## src/rtl/cmd_power_defs.svh

```systemverilog
`ifndef CMD_POWER_DEFS_SVH
`define CMD_POWER_DEFS_SVH

`define BANK_COUNT        8
`define BANK_ADDR_WIDTH   3
`define ROW_ADDR_WIDTH    15
`define ROW_TOP_BIT       14
`define DATA_WIDTH        16
`define MASK_WIDTH        2
`define BURST_LENGTH_FOUR 3'h4
`define BURST_BEATS_W     3
`define CLOCK_PERIOD_NS   20
`define CKE_MIN_HOLD      2'h3
`define SR_EXIT_READ_CLOCKS 200
`define SR_EXIT_READ_W    8
`define MODE_SET_CYCLES   2
`define MODE_SET_W        2
`define EMR1_ODT_BIT_LO   2
`define EMR1_ODT_BIT_HI   6
`define EMR1_SELECT       3'h1

`endif

```

## src/rtl/cmd_power_pkg.sv

```systemverilog
package cmd_power_pkg;
  typedef enum logic [4:0] {
    CMD_DESELECT = 5'h01,
    CMD_NOP      = 5'h02,
    CMD_OTHER    = 5'h04,
    CMD_REFRESH  = 5'h08,
    CMD_MODE_SET = 5'h10
  } cmd_class_e;

  typedef enum logic [3:0] {
    PS_IDLE     = 4'h1,
    PS_ACTIVE   = 4'h2,
    PS_PRE_PD   = 4'h4,
    PS_SELF_REF = 4'h8
  } power_state_e;

  typedef enum logic [3:0] {
    OP_NOP    = 4'h0,
    OP_ACT    = 4'h1,
    OP_READ   = 4'h2,
    OP_WRITE  = 4'h3,
    OP_PRE    = 4'h4,
    OP_PREALL = 4'h5,
    OP_REF    = 4'h6,
    OP_MRS    = 4'h7,
    OP_SRE    = 4'h8
  } op_e;
endpackage

```

## src/rtl/cmd_power_control.sv

```systemverilog
`timescale 1ns/10ps
`default_nettype none
`include "cmd_power_defs.svh"

// How it works
// - decode command from strobes at rising edge
// - bank address picks bank or mode register
// - termination never steers states; off in self refresh
// - self refresh exit seen at self_refresh without running clock, at refresh_running only on clock edges
// - clock enable edges enter and leave power down
// - clock enable rise leaves self refresh
// - self refresh only from idle via refresh
// - banks open gives active power down, else precharge
// - mask bit high inhibits write of its byte lane
// - chip select high runs no new command
// - no-operation registers nothing new
// - activate opens row until bank precharged
// - wide variant ignores top row bit
// - self refresh switches delay-locked loop off
module cmd_power_control
  import cmd_power_pkg::*;
#(
  parameter bit WIDE_VARIANT = 1'b0
)(
  input  wire logic                         clock,
  input  wire logic                         reset_n,
  input  wire logic                         cke_pin,
  input  wire logic                         cs_n_pin,
  input  wire logic                         ras_n_pin,
  input  wire logic                         cas_n_pin,
  input  wire logic                         we_n_pin,
  input  wire logic [`BANK_ADDR_WIDTH-1:0]  bank_addr_pin,
  input  wire logic [`ROW_ADDR_WIDTH-1:0]   addr_pin,
  input  wire logic                         odt_pin,
  input  wire logic                         wr_valid,
  output logic                              wr_ready,
  input  wire logic [`DATA_WIDTH-1:0]       wr_data,
  input  wire logic [`MASK_WIDTH-1:0]       wr_mask,
  output logic                              array_wr_valid,
  input  wire logic                         array_wr_ready,
  output logic [`DATA_WIDTH-1:0]            array_wr_data,
  output logic [`MASK_WIDTH-1:0]            array_wr_enable,
  output logic [3:0]                        op_code,
  output logic                              op_valid,
  output logic [`BANK_ADDR_WIDTH-1:0]       op_bank,
  output logic [`ROW_ADDR_WIDTH-1:0]        op_row,
  output logic [`BANK_COUNT-1:0]            bank_open,
  output logic                              power_down,
  output logic                              active_power_down,
  output logic                              self_refresh,
  output logic                              dll_enable,
  output logic                              odt_active,
  output logic                              read_allowed,
  output logic                              refresh_running
);
  typedef struct packed {
    logic                          cke_s1;
    logic                          cke_s2;
    logic                          cke_prev;
    logic [3:0]                    cmd_s1;
    logic [3:0]                    cmd_s2;
    logic [`BANK_ADDR_WIDTH-1:0]   ba_s1;
    logic [`BANK_ADDR_WIDTH-1:0]   ba_s2;
    logic [`ROW_ADDR_WIDTH-1:0]    addr_s1;
    logic [`ROW_ADDR_WIDTH-1:0]    addr_s2;
    power_state_e                  state;
    logic [`BANK_COUNT-1:0]        open;
    logic [`BANK_COUNT-1:0][`ROW_ADDR_WIDTH-1:0] rows;
    op_e                           op;
    logic                          op_v;
    logic [`BANK_ADDR_WIDTH-1:0]   bank;
    logic [`ROW_ADDR_WIDTH-1:0]    row;
    logic [`SR_EXIT_READ_W-1:0]    read_wait;
    logic                          odt_en;
    logic [`ROW_ADDR_WIDTH-1:0]    emr1;
  } ctl_s;

  ctl_s ctl_reg;
  ctl_s ctl_next;

  logic                      cmd_sel;
  logic [2:0]                strobes;
  cmd_class_e                cmd_class;
  logic                      cke_now;
  logic                      sr_wake;
  logic [`MASK_WIDTH-1:0]    keep_in;
  logic [`BANK_ADDR_WIDTH-1:0] bank_in;
  logic                      self_refresh_state;

  // the self refresh wake path bypasses the synchroniser so self_refresh still drops with a stopped clock
  // asynchronous exit
  assign sr_wake = (ctl_reg.state == PS_SELF_REF) && cke_pin;
  assign cke_now = ctl_reg.cke_s2;
  // command pins ride the same two flops as clock enable, so each command stays
  // paired with the enable level registered on the same edge
  assign cmd_sel = !ctl_reg.cmd_s2[3];
  assign strobes = ctl_reg.cmd_s2[2:0];
  assign bank_in = ctl_reg.ba_s2;

  always_comb begin
    if (!cmd_sel) begin
      cmd_class = CMD_DESELECT;
    end else if (strobes == 3'h7) begin
      cmd_class = CMD_NOP;
    end else if (strobes == 3'h1) begin
      cmd_class = CMD_REFRESH;
    end else if (strobes == 3'h0) begin
      cmd_class = CMD_MODE_SET;
    end else begin
      cmd_class = CMD_OTHER;
    end
  end

  assign keep_in = ~wr_mask;

  always_comb begin
    logic [`ROW_ADDR_WIDTH-1:0] row_in;
    row_in   = ctl_reg.addr_s2;
    ctl_next = ctl_reg;
    ctl_next.cke_s1   = cke_pin;
    ctl_next.cke_s2   = ctl_reg.cke_s1;
    ctl_next.cke_prev = cke_now;
    ctl_next.cmd_s1   = {cs_n_pin, ras_n_pin, cas_n_pin, we_n_pin};
    ctl_next.cmd_s2   = ctl_reg.cmd_s1;
    ctl_next.ba_s1    = bank_addr_pin;
    ctl_next.ba_s2    = ctl_reg.ba_s1;
    ctl_next.addr_s1  = addr_pin;
    ctl_next.addr_s2  = ctl_reg.addr_s1;
    ctl_next.op_v     = 1'b0;
    ctl_next.op       = OP_NOP;
    if (WIDE_VARIANT) begin
      row_in[`ROW_TOP_BIT] = 1'b0;
    end
    if (ctl_reg.read_wait != '0) begin
      ctl_next.read_wait = ctl_reg.read_wait - 1'b1;
    end
    unique case (ctl_reg.state)
      PS_IDLE, PS_ACTIVE: begin
        if (ctl_reg.cke_prev && !cke_now) begin
          if (cmd_class == CMD_REFRESH && ctl_reg.open == '0) begin
            ctl_next.state = PS_SELF_REF;
            ctl_next.op    = OP_SRE;
            ctl_next.op_v  = 1'b1;
          end else begin
            ctl_next.state = PS_PRE_PD;
          end
        end else if (ctl_reg.cke_prev && cke_now) begin
          if (cmd_class == CMD_OTHER || cmd_class == CMD_REFRESH ||
              cmd_class == CMD_MODE_SET) begin
            ctl_next.op_v = 1'b1;
            ctl_next.bank = bank_in;
            ctl_next.row  = row_in;
            unique case (strobes)
              3'h3: begin
                ctl_next.op = OP_ACT;
                ctl_next.open[bank_in] = 1'b1;
                ctl_next.rows[bank_in] = row_in;
              end
              3'h2: begin
                if (ctl_reg.addr_s2[10]) begin
                  ctl_next.op   = OP_PREALL;
                  ctl_next.open = '0;
                end else begin
                  ctl_next.op = OP_PRE;
                  ctl_next.open[bank_in] = 1'b0;
                end
              end
              3'h5: ctl_next.op = (ctl_reg.read_wait == '0) ? OP_READ : OP_NOP;
              3'h4: ctl_next.op = OP_WRITE;
              3'h1: ctl_next.op = OP_REF;
              3'h0: begin
                ctl_next.op = OP_MRS;
                if (bank_in == `EMR1_SELECT) begin
                  ctl_next.emr1 = ctl_reg.addr_s2;
                end
              end
              default: ctl_next.op = OP_NOP;
            endcase
          end
        end
      end
      PS_PRE_PD: begin
        if (!ctl_reg.cke_prev && cke_now) begin
          ctl_next.state = PS_IDLE;
        end
      end
      PS_SELF_REF: begin
        if (cke_now) begin
          ctl_next.state     = PS_IDLE;
          ctl_next.read_wait = `SR_EXIT_READ_W'(`SR_EXIT_READ_CLOCKS);
        end
      end
      default: ctl_next.state = PS_IDLE;
    endcase
    if (ctl_next.state != PS_SELF_REF && ctl_next.state != PS_PRE_PD) begin
      ctl_next.state = (ctl_next.open != '0) ? PS_ACTIVE : PS_IDLE;
    end
    ctl_next.odt_en = ctl_next.emr1[`EMR1_ODT_BIT_LO] || ctl_next.emr1[`EMR1_ODT_BIT_HI];
  end

  always_ff @(posedge clock or negedge reset_n) begin
    if (!reset_n) begin
      ctl_reg       <= '0;
      ctl_reg.state <= PS_IDLE;
      ctl_reg.cmd_s1 <= 4'hF;
      ctl_reg.cmd_s2 <= 4'hF;
    end else begin
      ctl_reg <= ctl_next;
    end
  end

  write_buffer u_write_buffer (
    .clock     (clock),
    .reset_n   (reset_n),
    .in_valid  (wr_valid),
    .in_ready  (wr_ready),
    .in_data   (wr_data),
    .in_keep   (keep_in),
    .out_valid (array_wr_valid),
    .out_ready (array_wr_ready),
    .out_data  (array_wr_data),
    .out_keep  (array_wr_enable)
  );

  assign op_code           = ctl_reg.op;
  assign op_valid          = ctl_reg.op_v;
  assign op_bank           = ctl_reg.bank;
  assign op_row            = ctl_reg.row;
  assign bank_open         = ctl_reg.open;
  assign power_down        = (ctl_reg.state == PS_PRE_PD);
  assign active_power_down = power_down && (ctl_reg.open != '0);
  assign self_refresh      = (ctl_reg.state == PS_SELF_REF) && !sr_wake;
  assign dll_enable        = (ctl_reg.state != PS_SELF_REF);
  assign odt_active        = ctl_reg.odt_en && odt_pin && (ctl_reg.state != PS_SELF_REF);
  assign read_allowed      = (ctl_reg.read_wait == '0);
  assign refresh_running   = (ctl_reg.state == PS_SELF_REF);
  assign self_refresh_state = (ctl_reg.state == PS_SELF_REF);
endmodule // cmd_power_control

`default_nettype wire

```

## src/rtl/write_buffer.sv

```systemverilog
`timescale 1ns/10ps
`default_nettype none
`include "cmd_power_defs.svh"

// two-entry skid buffer: a stall on the drain side never drops a word
module write_buffer
  import cmd_power_pkg::*;
(
  input  wire logic                        clock,
  input  wire logic                        reset_n,
  input  wire logic                        in_valid,
  output logic                             in_ready,
  input  wire logic [`DATA_WIDTH-1:0]      in_data,
  input  wire logic [`MASK_WIDTH-1:0]      in_keep,
  output logic                             out_valid,
  input  wire logic                        out_ready,
  output logic [`DATA_WIDTH-1:0]           out_data,
  output logic [`MASK_WIDTH-1:0]           out_keep
);
  typedef struct packed {
    logic [1:0][`DATA_WIDTH-1:0] data;
    logic [1:0][`MASK_WIDTH-1:0] keep;
    logic                        rd_ptr;
    logic                        wr_ptr;
    logic [1:0]                  count;
  } buf_s;

  buf_s buf_reg;
  buf_s buf_next;
  logic push;
  logic pop;

  assign in_ready  = (buf_reg.count != 2'h2);
  assign out_valid = (buf_reg.count != 2'h0);
  assign push      = in_valid && in_ready;
  assign pop       = out_valid && out_ready;
  assign out_data  = buf_reg.data[buf_reg.rd_ptr];
  assign out_keep  = buf_reg.keep[buf_reg.rd_ptr];

  always_comb begin
    buf_next = buf_reg;
    if (push) begin
      buf_next.data[buf_reg.wr_ptr] = in_data;
      buf_next.keep[buf_reg.wr_ptr] = in_keep;
      buf_next.wr_ptr = ~buf_reg.wr_ptr;
    end
    if (pop) begin
      buf_next.rd_ptr = ~buf_reg.rd_ptr;
    end
    buf_next.count = buf_reg.count + {1'h0, push} - {1'h0, pop};
  end

  always_ff @(posedge clock or negedge reset_n) begin
    if (!reset_n) begin
      buf_reg <= '0;
    end else begin
      buf_reg <= buf_next;
    end
  end
endmodule // write_buffer

`default_nettype wire

```

## config.mk

```make
export PLATFORM = sky130hd
export DESIGN_NAME = cmd_power_control
export DESIGN_NICKNAME = d
export VERILOG_FILES = /design/src/rtl/cmd_power_pkg.sv /design/src/rtl/cmd_power_control.sv /design/src/rtl/write_buffer.sv
export VERILOG_INCLUDE_DIRS = /design/src /design/src/rtl
export SDC_FILE = /design/constraint.sdc
export NUM_CORES = 1
export LEC_CHECK = 0
export BUFFER_PORTS_ARGS = -buffer_cell sky130_fd_sc_hd__buf_2
export CAP_MARGIN = 20
export CORE_ASPECT_RATIO = 0.6
export CORE_UTILIZATION = 47
export CTS_BUF_LIST = sky130_fd_sc_hd__clkbuf_16
export DETAILED_ROUTE_END_ITERATION = 10
export PLACE_DENSITY_LB_ADDON = 0.25
export SKIP_LAST_GASP = 1
export SLEW_MARGIN = 40
export SYNTH_ARGS = -nofsm -noshare
export SYNTH_HDL_FRONTEND = slang
export SYNTH_SLANG_ARGS = --single-unit
```

## constraint.sdc

```tcl
create_clock -name clock -period 2.7 [get_ports clock]
set_clock_uncertainty 0.2 [all_clocks]
set_input_delay 0.54 -clock clock [delete_from_list [all_inputs] [get_ports clock]]
set_output_delay 0.54 -clock clock [all_outputs]
set_load 0.02 [all_outputs]
```

# ---- Word-level counts from Yosys, hierarchy flattened
# Index checks and enable logic that the tools add are counted.
dict set report word_totals {
  ff_bits 258
  input_bits 46
  output_inout_bits 58
  elab_cells 146
}
dict set report classes {
  addsub 3
  order_cmp 5
  n_eq_ne 18
  mux 48
  n_bitwise 7
  reduce_logical 31
}
# operator count
set ops {}
lappend ops {{2-to-1 mux 151 bit} 3}
lappend ops {{2-to-1 mux 128 bit} 1}
lappend ops {{bitwise mux 120 bit} 1}
lappend ops {{2-to-1 mux 120 bit} 1}
lappend ops {{2-to-1 mux 16 bit} 3}
lappend ops {{demux 15 bit (select 3 bit)} 1}
lappend ops {{2-to-1 mux 7 bit} 6}
lappend ops {{bitwise mux 32 bit} 1}
lappend ops {{2-to-1 mux 8 bit} 4}
lappend ops {{2-to-1 mux 5 bit} 6}
lappend ops {{nonzero test 8 bit} 3}
lappend ops {{2-to-1 mux 4 bit} 5}
lappend ops {{2-to-1 mux 18 bit} 1}
lappend ops {{case mux 3 bit (6 select lines)} 1}
lappend ops {{demux 16 bit (select 1 bit)} 1}
lappend ops {{zero test 8 bit} 2}
lappend ops {{case mux 8 bit (2 select lines)} 1}
lappend ops {{2-to-1 mux 15 bit} 1}
lappend ops {{logical AND 1 bit} 14}
lappend ops {{case mux 4 bit (3 select lines)} 1}
lappend ops {{2-to-1 mux 2 bit} 5}
lappend ops {{== test 3 bit (second input constant)} 3}
lappend ops {{bitwise AND 8 bit} 1}
lappend ops {{!= test 4 bit (second input constant)} 2}
lappend ops {{34 further kinds} 44}

# ---- Longest topological paths before layout
# Gate-level depths: netlist (run 1).
dict set report logic_depth {
  word_depth 15
  depth_mapped 8
  ltp_nobuf 7
}

# ---- By module
# From an unflattened synthesis (run 1), not the netlist that was laid out.
dict set report unflattened {
  cells_unflattened 452
  area_unflattened_um2 5575.3
}
# module instances cells_per_inst area_each_um2 seq_area_each_um2
set by_module_without_submodules {}
lappend by_module_without_submodules {cmd_power_control 1 334 3747.3 2338.5}
lappend by_module_without_submodules {write_buffer 1 118 1828.0 1001.0}

# ---- Worst setup path before layout (run 1)
# OpenSTA, ideal clock, no wires.
dict set report synth_path {
  path_type {register -> register}
  startpoint {register u_write_buffer.buf_reg[1] (netlist bit)}
  endpoint {register u_write_buffer.buf_reg[17] (netlist bit)}
  setup_ps 125
  arrival_time_ps 1648
  t_required_ps 2375
  setup_slack_ps 727
  path_stages_with_launch 6
  path_buffers 1
  period_less_slack_ps 1973
  path_cell_list {dfrtp_1 nand2b_1 nand2_1 nor2_2 buf_2 mux2_2}
}
dict set report synth_via {
  elab_chain_len 2
}
# item line
set synth_lines {}
lappend synth_lines {{from (decl)} write_buffer.sv:28} ;# buf_s buf_reg;
lappend synth_lines {{from (signal assigned)} write_buffer.sv:57} ;# buf_reg <= buf_next;
lappend synth_lines {{!= test 2 bit} write_buffer.sv:33} ;# assign in_ready = (buf_reg.count != 2'h2);
lappend synth_lines {{named net wr_ready} cmd_power_control.sv:36} ;# output logic wr_ready,
lappend synth_lines {{logical AND 1 bit} write_buffer.sv:35} ;# assign push = in_valid && in_ready;
# The timed path passes the listed nets, and every way through them passes these cells.
# A chain may end at the register's enable or synchronous reset.

# ---- Worst setup path after layout (run 1)
dict set report layout_path {
  startpoint {register ctl_reg[19] (netlist bit)}
  endpoint {output port read_allowed}
}
dict set report layout_via {
  elab_chain_len 1
}
# item line
set layout_lines {}
lappend layout_lines {{from (decl)} cmd_power_control.sv:78} ;# ctl_s ctl_reg;
lappend layout_lines {{from (signal assigned)} cmd_power_control.sv:208} ;# ctl_reg <= ctl_next;
lappend layout_lines {{zero test 8 bit} cmd_power_control.sv:235} ;# assign read_allowed = (ctl_reg.read_wait == '0);
lappend layout_lines {{to (decl)} cmd_power_control.sv:53} ;# output logic read_allowed,
# No other way between the ends.

==> impl_summary.md, run 1 <==
Placed design
The congestion estimate from routability-driven global placement came to a little under 0.9. The count of input and output buffers is just over 100. The HPWL after detailed placement is 7070 um. The cell count after placement is 613.

Synthesis
The number of nets in the synthesized netlist is 460. The most common cell in the netlist is sky130_fd_sc_hd__dfrtp_1. The number of synthesized flops with an enable pin is 0.

The most used flip-flop cell after synthesis is sky130_fd_sc_hd__dfrtp_1. Yosys printed 0 warnings. After synthesis the netlist holds a flip-flop and latch count of 133.

The average instance in the mapped netlist occupies approximately 13 um2. The synthesized netlist occupies a cell area of roughly 5400 um2. The synthesized design devotes to its leading area cell type 57.2% of total area. In the synthesized netlist the async set-or-reset flop fraction comes to 100%.

Ranked by total cell area, the synthesized netlist is headed by sky130_fd_sc_hd__dfrtp_1, sky130_fd_sc_hd__mux2_2, sky130_fd_sc_hd__buf_4. The commonest cells after synthesis are sky130_fd_sc_hd__dfrtp_1, sky130_fd_sc_hd__mux2_2, sky130_fd_sc_hd__buf_4. Synthesis handed over a netlist of 410 instances. The share of the Yosys chip area taken by registers is 61.6%.

The count of unique library cells instantiated by Yosys is 52. sky130_fd_sc_hd__dfrtp_1 takes more of the synthesized area than any other cell.

Setup path
The category of the worst setup path capture point is an output port. The largest fanout on the critical path is 5. For the worst setup path, the data required time is between 1.5 and 2 ns.

The worst setup path is of the reg -> out kind. The type of origin of the critical path is a flip-flop. Data on the critical path arrives at its endpoint at about 1.8 ns.

Floorplanning
For this configuration, the core starts out at a cell density of roughly 50%. After floorplanning, the core was sized to cover roughly 11000 um2. The die is ~140 um wide. The total I/O pin count is approximately 100. The die is roughly 85 um tall. The die footprint is between 10000 and 15000 um2.

The row count is 29.

Route
In the routed layout, each cell is associated on average with a via count of between 5 and 6. The DRC violation total after the first TritonRoute iteration is about 260. The count of antenna-violating nets left after detailed routing is 0. The routed layout has between 3000 and 4000 vias. The first detailed-routing pass ran for 4 iterations. In the final routed layout, each cell accounts on average for approximately 16 um.

In the routed design, unresolved DRC markers number 0. The routed design has approximately 10000 um of wire.

STA
Setup violations remaining at the end of the flow were counted as 0. The maximum clock frequency is 388 MHz. The clock period minus worst slack is 2.58 ns. Measured against its own limit, the worst slew margin works out to a little under two thirds. The final-report max-slew violation count was 0. The final critical path takes up ~95% of the cycle. At the pin with the least slew margin, the transition time is 0.543 ns.

The total negative slack for setup checks is 0 ns. Setup repair after global routing left no endpoint under its margin. The hold violation total from the final report is 0.

GRT
The number of global-route vias before repair is 3209. Entering global routing, the biggest net connects 55 pins. Global routing used between 10% and 20% of the available tracks.

The met2 demand-to-capacity share in global routing is 25.7%. The most crowded layer after global routing is met1. The first global-routing pass estimated approximately 17000 um of wire. In the global route stage, met3 resource usage came out at under 10%. The aggregate global routing overflow is 0. Global routing consumed, on the met1 layer, 26.3% of the routing resources. The initial antenna violation count is 1.

Pwr
For this design the ratio of total power to cell area is approximately 1200 nW/um2. The highest ir drop seen on vdd is a little under 0.7 mV. The static leakage is about 0.0031 uW.

Run
The number of max-cap violations is 0.

Final layout
The share of cells above drive strength 1 is 45.6%. In the final design database the tool counted 544 nets. The area growth from synthesis to layout is 18.5%. The register with the most flip-flops in the layout has 40 of them. The finished layout holds between 600 and 700 standard cells, fillers aside.

Run status
The run finished with clean final reports.

Clock network
TritonCTS built the clock tree. The clock tree synthesis step divided the H-tree into 4 levels. No sink is reached through more buffers than the 2 on the longest clock path. The number of buffers added by the clock tree synthesis step is 17. The total setup buffers inserted after CTS is 0. CTS saw 133 sinks.

The clock-pin slew on the worst setup and hold paths is ~0.060 ns. The cell chosen for the clock root is sky130_fd_sc_hd__clkbuf_16. The clock insertion delay at the later pin of the skew report is 0.40 ns.

Hold path
The worst hold path class is in -> reg.
[cell families after synthesis]
logic type / Yosys count / synth area share, %
buffers and inverters: 57 / 6.71
adders and majority gates: 4 / 0.923
muxes: 71 / 14.7
xor gates and xnor gates: 11 / 1.78
AOI/OAI and AO/OA: 48 / 5.37
DFF: 133 / 61.6
and+or+nand+nor: 86 / 8.95
[critical path, cell delays in order, from the launching register on]
cell                      delay (ns)
sky130_fd_sc_hd__dfrtp_1        0.43
sky130_fd_sc_hd__nor4_2         0.36
sky130_fd_sc_hd__nand3_1        0.25
sky130_fd_sc_hd__inv_1          0.20
sky130_fd_sc_hd__buf_2          0.19
[cell usage in the layout, fill, tap and decap left out, types with 2 or more instances in the layout]
cell and n:
sky130_fd_sc_hd__dfrtp_1 124, sky130_fd_sc_hd__buf_2 102, sky130_fd_sc_hd__mux2_2 69, sky130_fd_sc_hd__nor2_1 23
sky130_fd_sc_hd__a21oi_1 19, sky130_fd_sc_hd__clkbuf_16 17, sky130_fd_sc_hd__nand2_1 13, sky130_fd_sc_hd__inv_1 11
sky130_fd_sc_hd__o21ai_0 9, sky130_fd_sc_hd__dfstp_2 9, sky130_fd_sc_hd__nand2b_1 8, sky130_fd_sc_hd__xnor2_1 8
sky130_fd_sc_hd__buf_4 6, sky130_fd_sc_hd__nor2b_1 5, sky130_fd_sc_hd__or2_2 5, sky130_fd_sc_hd__nor3_1 5
sky130_fd_sc_hd__ha_1 4, sky130_fd_sc_hd__inv_6 4, sky130_fd_sc_hd__a31oi_1 3, sky130_fd_sc_hd__nand3_1 3
sky130_fd_sc_hd__xor2_1 3, sky130_fd_sc_hd__or4_1 3, sky130_fd_sc_hd__clkinvlp_4 3, sky130_fd_sc_hd__clkinv_4 3
sky130_fd_sc_hd__diode_2 2, sky130_fd_sc_hd__a21o_1 2, sky130_fd_sc_hd__and3b_1 2, sky130_fd_sc_hd__a21oi_2 2
sky130_fd_sc_hd__nor4_1 2, sky130_fd_sc_hd__nand2b_4 2, sky130_fd_sc_hd__nor4b_1 2, sky130_fd_sc_hd__a211oi_1 2
sky130_fd_sc_hd__nor3b_1 2, sky130_fd_sc_hd__o22ai_1 2, sky130_fd_sc_hd__mux2i_1 2, sky130_fd_sc_hd__clkinv_1 2
sky130_fd_sc_hd__inv_8 2
[power by group]
group / switching (uW) / internal [uW]
combinational: 1350 / 1190
sequential: 372 / 2610
clock: 890 / 1190
[what timing repair did]
item,CTS,global route
hold buffers,1,0
endpoints found under the setup margin,0,1
resized for setup,0,1
endpoints found under the hold margin,45,0
[through the flow]
| stage | utilization, % | cell area [um2] | worst slack [ns] | total power (uW) | hold WS [ns] |
|---|---|---|---|---|---|
| 3_3_place_gp | 53.9 | 5860 | 0.503 | 5460 | 0.133 |
| 2_1_floorplan | - | 5420 | 0.727 | 4990 | 0.0444 |
| 4_1_cts | 58.9 | 6420 | 0.0232 | 7690 | 0.0193 |
| 5_1_grt | 59.0 | 6420 | 0.0181 | 8030 | 0.0184 |
| 6_report | 59.0 | 6430 | 0.124 | 7600 | 0.0388 |
| 3_5_place_dp | 53.9 | 5860 | 0.415 | 5550 | 0.136 |
[worst paths after layout]
path                                    start             to  slack [ns]  depth (start not counted)
worst min-delay path              addr_pin[1]  ctl_next[180]        0.04                          1
worst max-delay path              ctl_reg[19]   read_allowed        0.12                          4
min in group asynchronous             reset_n  ctl_next[193]        0.44                          2
worst min register to register  ctl_next[181]   ctl_reg[181]        0.14                          0
max in group asynchronous             reset_n  ctl_next[218]        1.12                          3
worst max register to register   ctl_reg[175]   ctl_reg[175]        0.38                          6
[metal layers]
layer,up-vias,wire length [um]
li1,1549,-
met1,1628,4940
met2,101,4430
met3,4,696
met4,0,51
met5,-,0
[cell type report]
| type | count | area [um2] |
|---|---|---|
| flip-flops and latches | 133 | 3340 |
| well taps | 139 | 174 |
| clock buffers | 17 | 425 |
| repair buffers | 111 | 597 |
| clock inverters | 15 | 119 |
| fillers | 890 | 4460 |
| diodes | 2 | 5.00 |
| inverters | 11 | 41.3 |
| multi-input cells | 220 | 1730 |
Power figures use the tool's default switching activity.
==> inputs of run 2 (changes only) <==
--- a/config.mk
+++ b/config.mk
@@ -6,7 +6,7 @@
 export SDC_FILE = /design/constraint.sdc
 export NUM_CORES = 1
 export LEC_CHECK = 0
-export BUFFER_PORTS_ARGS = -buffer_cell sky130_fd_sc_hd__buf_2
+export BUFFER_PORTS_ARGS = -buffer_cell sky130_fd_sc_hd__buf_4
 export CAP_MARGIN = 20
 export CORE_ASPECT_RATIO = 0.6
 export CORE_UTILIZATION = 47
@@ -14,7 +14,7 @@
 export DETAILED_ROUTE_END_ITERATION = 10
 export PLACE_DENSITY_LB_ADDON = 0.25
 export SKIP_LAST_GASP = 1
-export SLEW_MARGIN = 40
+export SLEW_MARGIN = 25
 export SYNTH_ARGS = -nofsm -noshare
 export SYNTH_HDL_FRONTEND = slang
 export SYNTH_SLANG_ARGS = --single-unit
==> run 2 against run 1 <==
- combinational power up 9.8%
- total power up 4.5%
- wire length up 1.4%
- critical endpoint is now active_power_down
==> impl_summary.md, run 2 (synthesized netlist as in run 1, its figures left out) <==
Setup path
For flop-to-flop paths, the worst setup slack is between 0.3 and 0.4 ns. The type of origin of the critical path is a flip-flop. The most prevalent standard cell on the critical path is sky130_fd_sc_hd__nor2_1. The depth of the worst register-to-register path is 6.

The largest fanout on the critical path is 4. The startpoint of the most critical register-to-register path is ctl_reg[216]. The arrival time reported for the critical path endpoint is 1.86 ns. The end of the worst register-to-register path is ctl_reg[175]. Walking the worst path, the cells encountered are or4_1 > nor2_1 > nor2_1 > buf_4. The slowest cell on the critical path is sky130_fd_sc_hd__or4_1. In this design, the largest share of critical-path delay is due to simple AND/OR/NAND/NOR gates. Following the worst setup path forward leads to its endpoint at active_power_down.

The launching instance or port of the critical path is bank_open[7]. The worst path buffer plus inverter count is 1. STA classifies the critical path endpoint as an output port.

The critical path data required time is a little under 2 ns. The total stage count of the critical path is 4. The maximum cell stage delay along the critical path is 0.56 ns. The worst setup path is of the reg -> out kind.

Floorplanning
The floorplan step defined a core boundary enclosing ~11000 um2. In this run the horizontal extent of the chip is around 140 um. For this configuration, the core starts out at a cell density of about half. The row count is 29. The die is 85.2 um tall. For this design the top-level I/O count stands at between 100 and 150.

The die footprint is ~12000 um2.

Pwr
Across the VDD grid, the largest voltage drop is 0.682 mV. For this design the total switching power over the nets is between 2000 and 3000 uW. Of the total power, combinational logic draws around a third. Power spread over the standard cell area amounts to approximately 1200 nW/um2.

The internal portion of the total power is roughly 5300 uW. Summed over all cells, the static leakage comes to approximately 0.0031 uW. The power share of the clock group is a little over a quarter. In this run, flip-flops and latches consume a little under two fifths of the power. Net switching is about a third of the power.

STA
The final-report max-slew violation count is 0. Setup violations remaining at the end of the flow were counted as 0. The part of the cycle the worst path needs is between 90 and 100%. The worst pin sits at a relative slew slack of between 60% and 70%.

The clock period minus worst slack is about 2.6 ns. The hold violation total from the final report was 0. Setup repair after global routing left no endpoint under its margin.

The total negative slack for setup checks is 0 ns. For the pin with the worst max-slew slack, the measured transition is around 0.56 ns. The final hold slack is 0.0376 ns.

Based on the critical path, the design can be clocked at up to 385 MHz.

Final layout
The final-stage net count is 543. Cells with a size suffix above 1 make up a little under half of the layout. The register with the most flip-flops in the layout has 40 of them. The number of antenna cells inserted is 0. The library cell used most frequently in the layout, excluding fill and tap cells, is sky130_fd_sc_hd__dfrtp_1. Leaving out fill and tap cells, the most frequent cells in the layout are sky130_fd_sc_hd__dfrtp_1, sky130_fd_sc_hd__buf_4, sky130_fd_sc_hd__mux2_2. The area growth from synthesis to layout is 23.3%.

Clock network
The total setup buffers inserted after CTS is 0. Counting the buffers created by CTS gives 17. No sink is reached through more buffers than the 2 on the longest clock path. The clock tree from TritonCTS is yes. The cell chosen for the clock root is sky130_fd_sc_hd__clkbuf_16. The H-tree was split into 4 levels.

The clock sink total is around 130. Clock-pin slew was measured on the worst setup and hold paths at 0.06 ns. The clock insertion delay at the later pin of the skew report is 0.40 ns.

Route
For this run, the detailed router's first-pass iteration total came to 4. The routed design has 10300 um of wire. The count of antenna-violating nets left after detailed routing is 0. The number of vias per cell is between 5 and 6. The routed length per instance is roughly 16 um. The DRC violation count after routing is 0. The first routing iteration left 238 violations.

For this block, the via count after detailed routing is 3251.

GRT
Across every metal layer, demand over resource in global routing totals between 10% and 20%. The initial antenna violation count came to 0. For this run the aggregate overflow at the end of global routing stands at 0.

The first global-routing pass estimated between 15000 and 20000 um of wire. The number of global-route vias before repair was ~3400. The maximum number of pins on one net before global-route repair is 62.

Placed design
The HPWL after detailed placement is approximately 7200 um. The weighted congestion at the end of routability-driven global placement is 0.873. The count of input and output buffers is between 100 and 150.

Run status
The run finished with clean final reports.

Hold path
The worst hold path class is in -> reg.

Run
Across the run, the number of max-cap violations was 0.
==> run 2: area by class of cell <==
class / instances / area [um2]
tap: 139 / 174
multi-input combinational: 220 / 1730
timing repair buffer: 110 / 845
inverter: 11 / 41.3
sequential: 133 / 3340
clock buffer: 17 / 425
clock inverter: 15 / 134
fill: 832 / 4200
==> run 2: how the worst min path moves through the flow <==
| stage | to | slack, ns | depth (start not counted) | from |
|---|---|---|---|---|
| 2_1_floorplan | bank_in[0] | 0.04 | 0 | reset_n |
| 3_3_place_gp | bank_in[1] | 0.13 | 0 | ctl_next[210] |
| 3_5_place_dp | ctl_reg[183] | 0.13 | 0 | ctl_next[183] |
| 4_1_cts | ctl_next[191] | 0.02 | 1 | addr_pin[12] |
| 5_1_grt | ctl_next[183] | 0.02 | 1 | addr_pin[4] |
| 6_report | ctl_next[180] | 0.04 | 1 | addr_pin[1] |
==> run 2: stage by stage <==
stage	cell area (um2)	util, %	total power (uW)	setup WS, ns	cells
3_5_place_dp	6110	56.1	5810	0.391	612
4_1_cts	6680	61.4	8010	0.00570	645
3_3_place_gp	6110	56.1	5720	0.496	612
5_1_grt	6690	61.5	8390	0.0139	645
2_1_floorplan	5420	-	4990	0.727	410
6_report	6690	61.5	7940	0.103	645
==> run 2: per-layer routing <==
metal / global-route usage [%] / vias up / part of all wire, %
met5: 0 / - / 0
met4: 6.52 / 0 / 0.76
met3: 6.72 / 6 / 7.3
met2: 26.1 / 94 / 44
met1: 26.3 / 1602 / 48
li1: - / 1549 / -
==> run 2: repair_timing <==
item | in CTS | in global routing
hold buffers | 1 | 0
hold endpoints to repair | 39 | 0
gates resized for setup | 0 | 2
setup endpoints to repair | 0 | 1
==> run 2: power by group through the flow <==
stage	registers (uW)	clock network [uW]	logic (uW)
2_1_floorplan	2880	0	2110
3_3_place_gp	2980	0	2740
3_5_place_dp	3010	0	2810
4_1_cts	2980	2200	2820
5_1_grt	3070	2310	3010
6_report	2990	2160	2790
==> inputs of run 3 (changes only) <==
--- a/config.mk
+++ b/config.mk
@@ -6,6 +6,7 @@
 export SDC_FILE = /design/constraint.sdc
 export NUM_CORES = 1
 export LEC_CHECK = 0
+export ABC_AREA = 1
 export BUFFER_PORTS_ARGS = -buffer_cell sky130_fd_sc_hd__buf_4
 export CAP_MARGIN = 20
 export CORE_ASPECT_RATIO = 0.6
==> run 3 against run 2 <==
- fmax rose by 7.0%
- wire length rose by 5.9%
- non-clock buffer count did not move
- clock power barely moved
- die area fell by 0.86%
- sequential share of layout area rose by 0.084 points
- sequential power fell by 3%
- area after synthesis fell by 0.88%
- via count rose by 15%
- critical path depth rose by 2
- critical endpoint is now read_allowed
- largest cell class unchanged
- highest routed layer unchanged
==> impl_summary.md, run 3 <==
GRT
In the global route stage, met1 resource usage came out at about 29%. The wire length of the first global-routing pass is 18300 um. In the global route stage, met3 resource usage came out at 7.62%. The number of global-route vias before repair is 3737. The met2 demand-to-capacity share in global routing is 29.0%. The initial antenna violation count is 0.

The total overflow left after global routing is 0. Entering global routing, the biggest net connects 66 pins. The total track usage is between 20% and 30%. The layer flagged by global routing as most heavily used is met2.

Setup path
At the worst endpoint, the arrival time is approximately 1.7 ns. STA classifies the critical path endpoint as an output port. The class of the most critical setup path is reg -> out. The largest fanout on the critical path is 7. At the worst endpoint, the required time is 1.96 ns. STA classifies the critical path startpoint as a flip-flop.

STA
At the pin with the least slew margin, the transition time is between 0.6 and 0.7 ns. The maximum clock frequency is slightly above 400 MHz. Setup violations remaining at the end of the flow were counted as 0. Setup repair after global routing left no endpoint under its margin. The final-report max-slew violation count is 0.

In the final timing run, aggregate negative setup slack is 0 ns. The worst path uses 89.9% of the clock period. The max-slew headroom at the worst pin is a little over half. The hold violation total from the final report is 0. The clock period minus worst slack is 2.43 ns.

Floorplanning
The total I/O pin count is roughly 100. The core footprint is between 10000 and 15000 um2. The initialized floorplan defines 29 standard-cell rows. The die footprint is approximately 12000 um2. The initial cell density of the core is approximately 50%. The die is around 140 um wide. The floorplan step set the die height to ~85 um.

Hold path
The worst hold path class is in -> reg.

Pwr
The static leakage is between 0.003 and 0.004 uW. The power density of the placed cells is roughly 1100 nW/um2. The power after layout is about 7600 uW. VDD sags by at most approximately 0.95 mV.

Synthesis
The count of unique library cells instantiated by Yosys is 33. The share of the synthesized area in the top cell type is between 50% and 60%. The cell count after synthesis is 546. A synthesized cell averages 9.85 um2.

In this run, synthesis produced a sequential element count of approximately 130. Counting flops with an async set or reset pin after synthesis yields a share of 100%. Ranked by total cell area, the synthesized netlist is headed by sky130_fd_sc_hd__dfrtp_1, sky130_fd_sc_hd__nand2_1, sky130_fd_sc_hd__dfstp_2. The commonest cells after synthesis are sky130_fd_sc_hd__nand2_1, sky130_fd_sc_hd__dfrtp_1, sky130_fd_sc_hd__inv_1. After synthesis the cells add up to roughly 5400 um2. The Yosys step of the flow raised 0 warnings. The most used flip-flop cell after synthesis is sky130_fd_sc_hd__dfrtp_1.

The number of nets in the synthesized netlist is 596. The most common cell in the netlist is sky130_fd_sc_hd__nand2_1. The library cell occupying the most area in the post-synthesis netlist is sky130_fd_sc_hd__dfrtp_1. The fraction of the yosys area taken by sequential cells is between 60% and 70%.

Yosys mapped a number of flops with a built-in enable equal to 0.

Route
After detailed routing, the average wire length per cell comes to roughly 14 um. Once detail routing completed, the nets flagged for antenna violations numbered 0. Wires add up to about 11000 um. The routed layout has between 3000 and 4000 vias. For this block, the initial DRC count from the detailed router was 280. For this run, the detailed router's first-pass iteration total came to 4. Dividing the detail-routed via count by the number of cells gives around 4.8. For this run, design rule violations remaining after detail routing come to 0.

Clock network
The clock-pin slew on the worst setup and hold paths is ~0.060 ns. For the worst-skew pair, the clock arrives at the later sink with an insertion delay of 0.41 ns. Post-CTS timing repair inserted 0 buffers for setup.

The clock tree from TritonCTS is yes. The deepest level of the CTS H-tree is 4. The number of buffers added by the clock tree synthesis step is 17. No sink is reached through more buffers than the 2 on the longest clock path.

Counting every sink on the clock net gives between 100 and 150. The cell chosen for the clock root is sky130_fd_sc_hd__clkbuf_16.

Final layout
The repair_antennas step left the layout with diodes totalling 0. The register with the most flip-flops in the layout has 40 of them. The area of all sequential standard cells is 3340 um2. The net count of the finished layout is around 680. After filler insertion, the fill cell instance count of the layout stands at 889. From synthesis to final layout, the design area changed by 24.2%.

The library cell used most frequently in the layout, excluding fill and tap cells, is sky130_fd_sc_hd__nand2_1. In the final layout, the share of cells above drive strength 1 is between 20% and 30%. In the layout the commonest cells are sky130_fd_sc_hd__nand2_1, sky130_fd_sc_hd__dfrtp_1, sky130_fd_sc_hd__buf_4. The multi-input combinational cells in the finished layout cover a total of 1530 um2.

Run status
The run finished with clean final reports.

Placed design
During placement, the flow inserted port buffers numbering 103. Routability-driven placement finished with a final weighted congestion of 0.884. The HPWL after detailed placement is ~7500 um.

Run
The number of max-cap violations is 0.
==> run 3: changes by cell type after synthesis, sizes merged, moves of 10 or more <==
cell / change
o21ai: +40
mux2: -56
nand2b: -10
nand2: +158
a21oi: -16
nand4: +13
inv: +52
==> run 3: report_power, final <==
| group | switching [uW] | total [uW] | internal (uW) | leakage [uW] |
|---|---|---|---|---|
| Sequential | 333 | 2910 | 2580 | 0.00162 |
| Clock | 868 | 2140 | 1270 | 0.000272 |
| Combinational | 1520 | 2540 | 1020 | 0.00164 |
| Total | 2720 | 7590 | 4870 | 0.00353 |
==> run 3: path summary, 6_finish.rpt <==
| path | start | end | slack (ns) | cells past startpoint |
|---|---|---|---|---|
| min in group asynchronous | reset_n | ctl_next[186] | 0.36 | 2 |
| max | ctl_reg[19] | read_allowed | 0.27 | 6 |
| max in group asynchronous | reset_n | ctl_next[180] | 1.25 | 3 |
| min | addr_pin[4] | ctl_next[183] | 0.03 | 1 |
| min reg2reg | ctl_next[210] | bank_in[1] | 0.15 | 0 |
| max reg2reg | ctl_reg[175] | ctl_reg[175] | 0.61 | 12 |
==> run 3: area by class of cell <==
class / instances / area share, %
Clock buffer: 17 / 6.37
Tap cell: 139 / 2.60
Multi-Input combinational cell: 306 / 22.9
Sequential cell: 133 / 50.0
Timing Repair Buffer: 110 / 12.6
Inverter: 64 / 3.60
Clock inverter: 15 / 1.99
==> run 3: kinds of logic after synthesis <==
kind of cell	count (synthesis)	synth area share (%)
adder cells (fa/ha/maj)	4	0.931
AO/OA/AOI/OAI	59	5.70
XOR/XNOR	6	0.978
multiplexers	13	2.72
flip-flops	133	62.1
AND/OR/NAND/NOR	224	18.0
buffers and inverters	107	9.59
==> run 3: worst max-delay path: stages (launching register included) <==
cell and delay (ns):
sky130_fd_sc_hd__dfrtp_1 0.40, sky130_fd_sc_hd__nor2_1 0.15, sky130_fd_sc_hd__nand2_1 0.07, sky130_fd_sc_hd__inv_1 0.06, sky130_fd_sc_hd__nand4_1 0.23, sky130_fd_sc_hd__inv_1 0.20, sky130_fd_sc_hd__buf_4 0.16
==> run 3: repair_timing <==
action,4_1_cts,5_1_grt
endpoints found under the hold margin,20,0
gates resized for setup,0,1
endpoints found under the setup margin,0,1
hold buffers,1,0
==> run 3: per-stage QoR <==
step | hold WS, ns | setup slack, ns | utilization (%) | instance area [um2] | cells
floorplan | 0.0444 | 0.155 | - | 5380 | 546
global placement | 0.132 | 0.732 | 56.3 | 6110 | 751
detailed placement | 0.136 | 0.644 | 56.3 | 6110 | 751
CTS | 0.0156 | 0.181 | 61.5 | 6670 | 784
global route | 0.00832 | 0.101 | 61.6 | 6680 | 784
finish | 0.0290 | 0.273 | 61.6 | 6680 | 784
==> run 3: metal layers <==
layer	part of all wire [%]	vias up
met3	6.8	5
met5	0	-
met4	0.42	0
met1	50	1780
li1	-	1845
met2	43	115
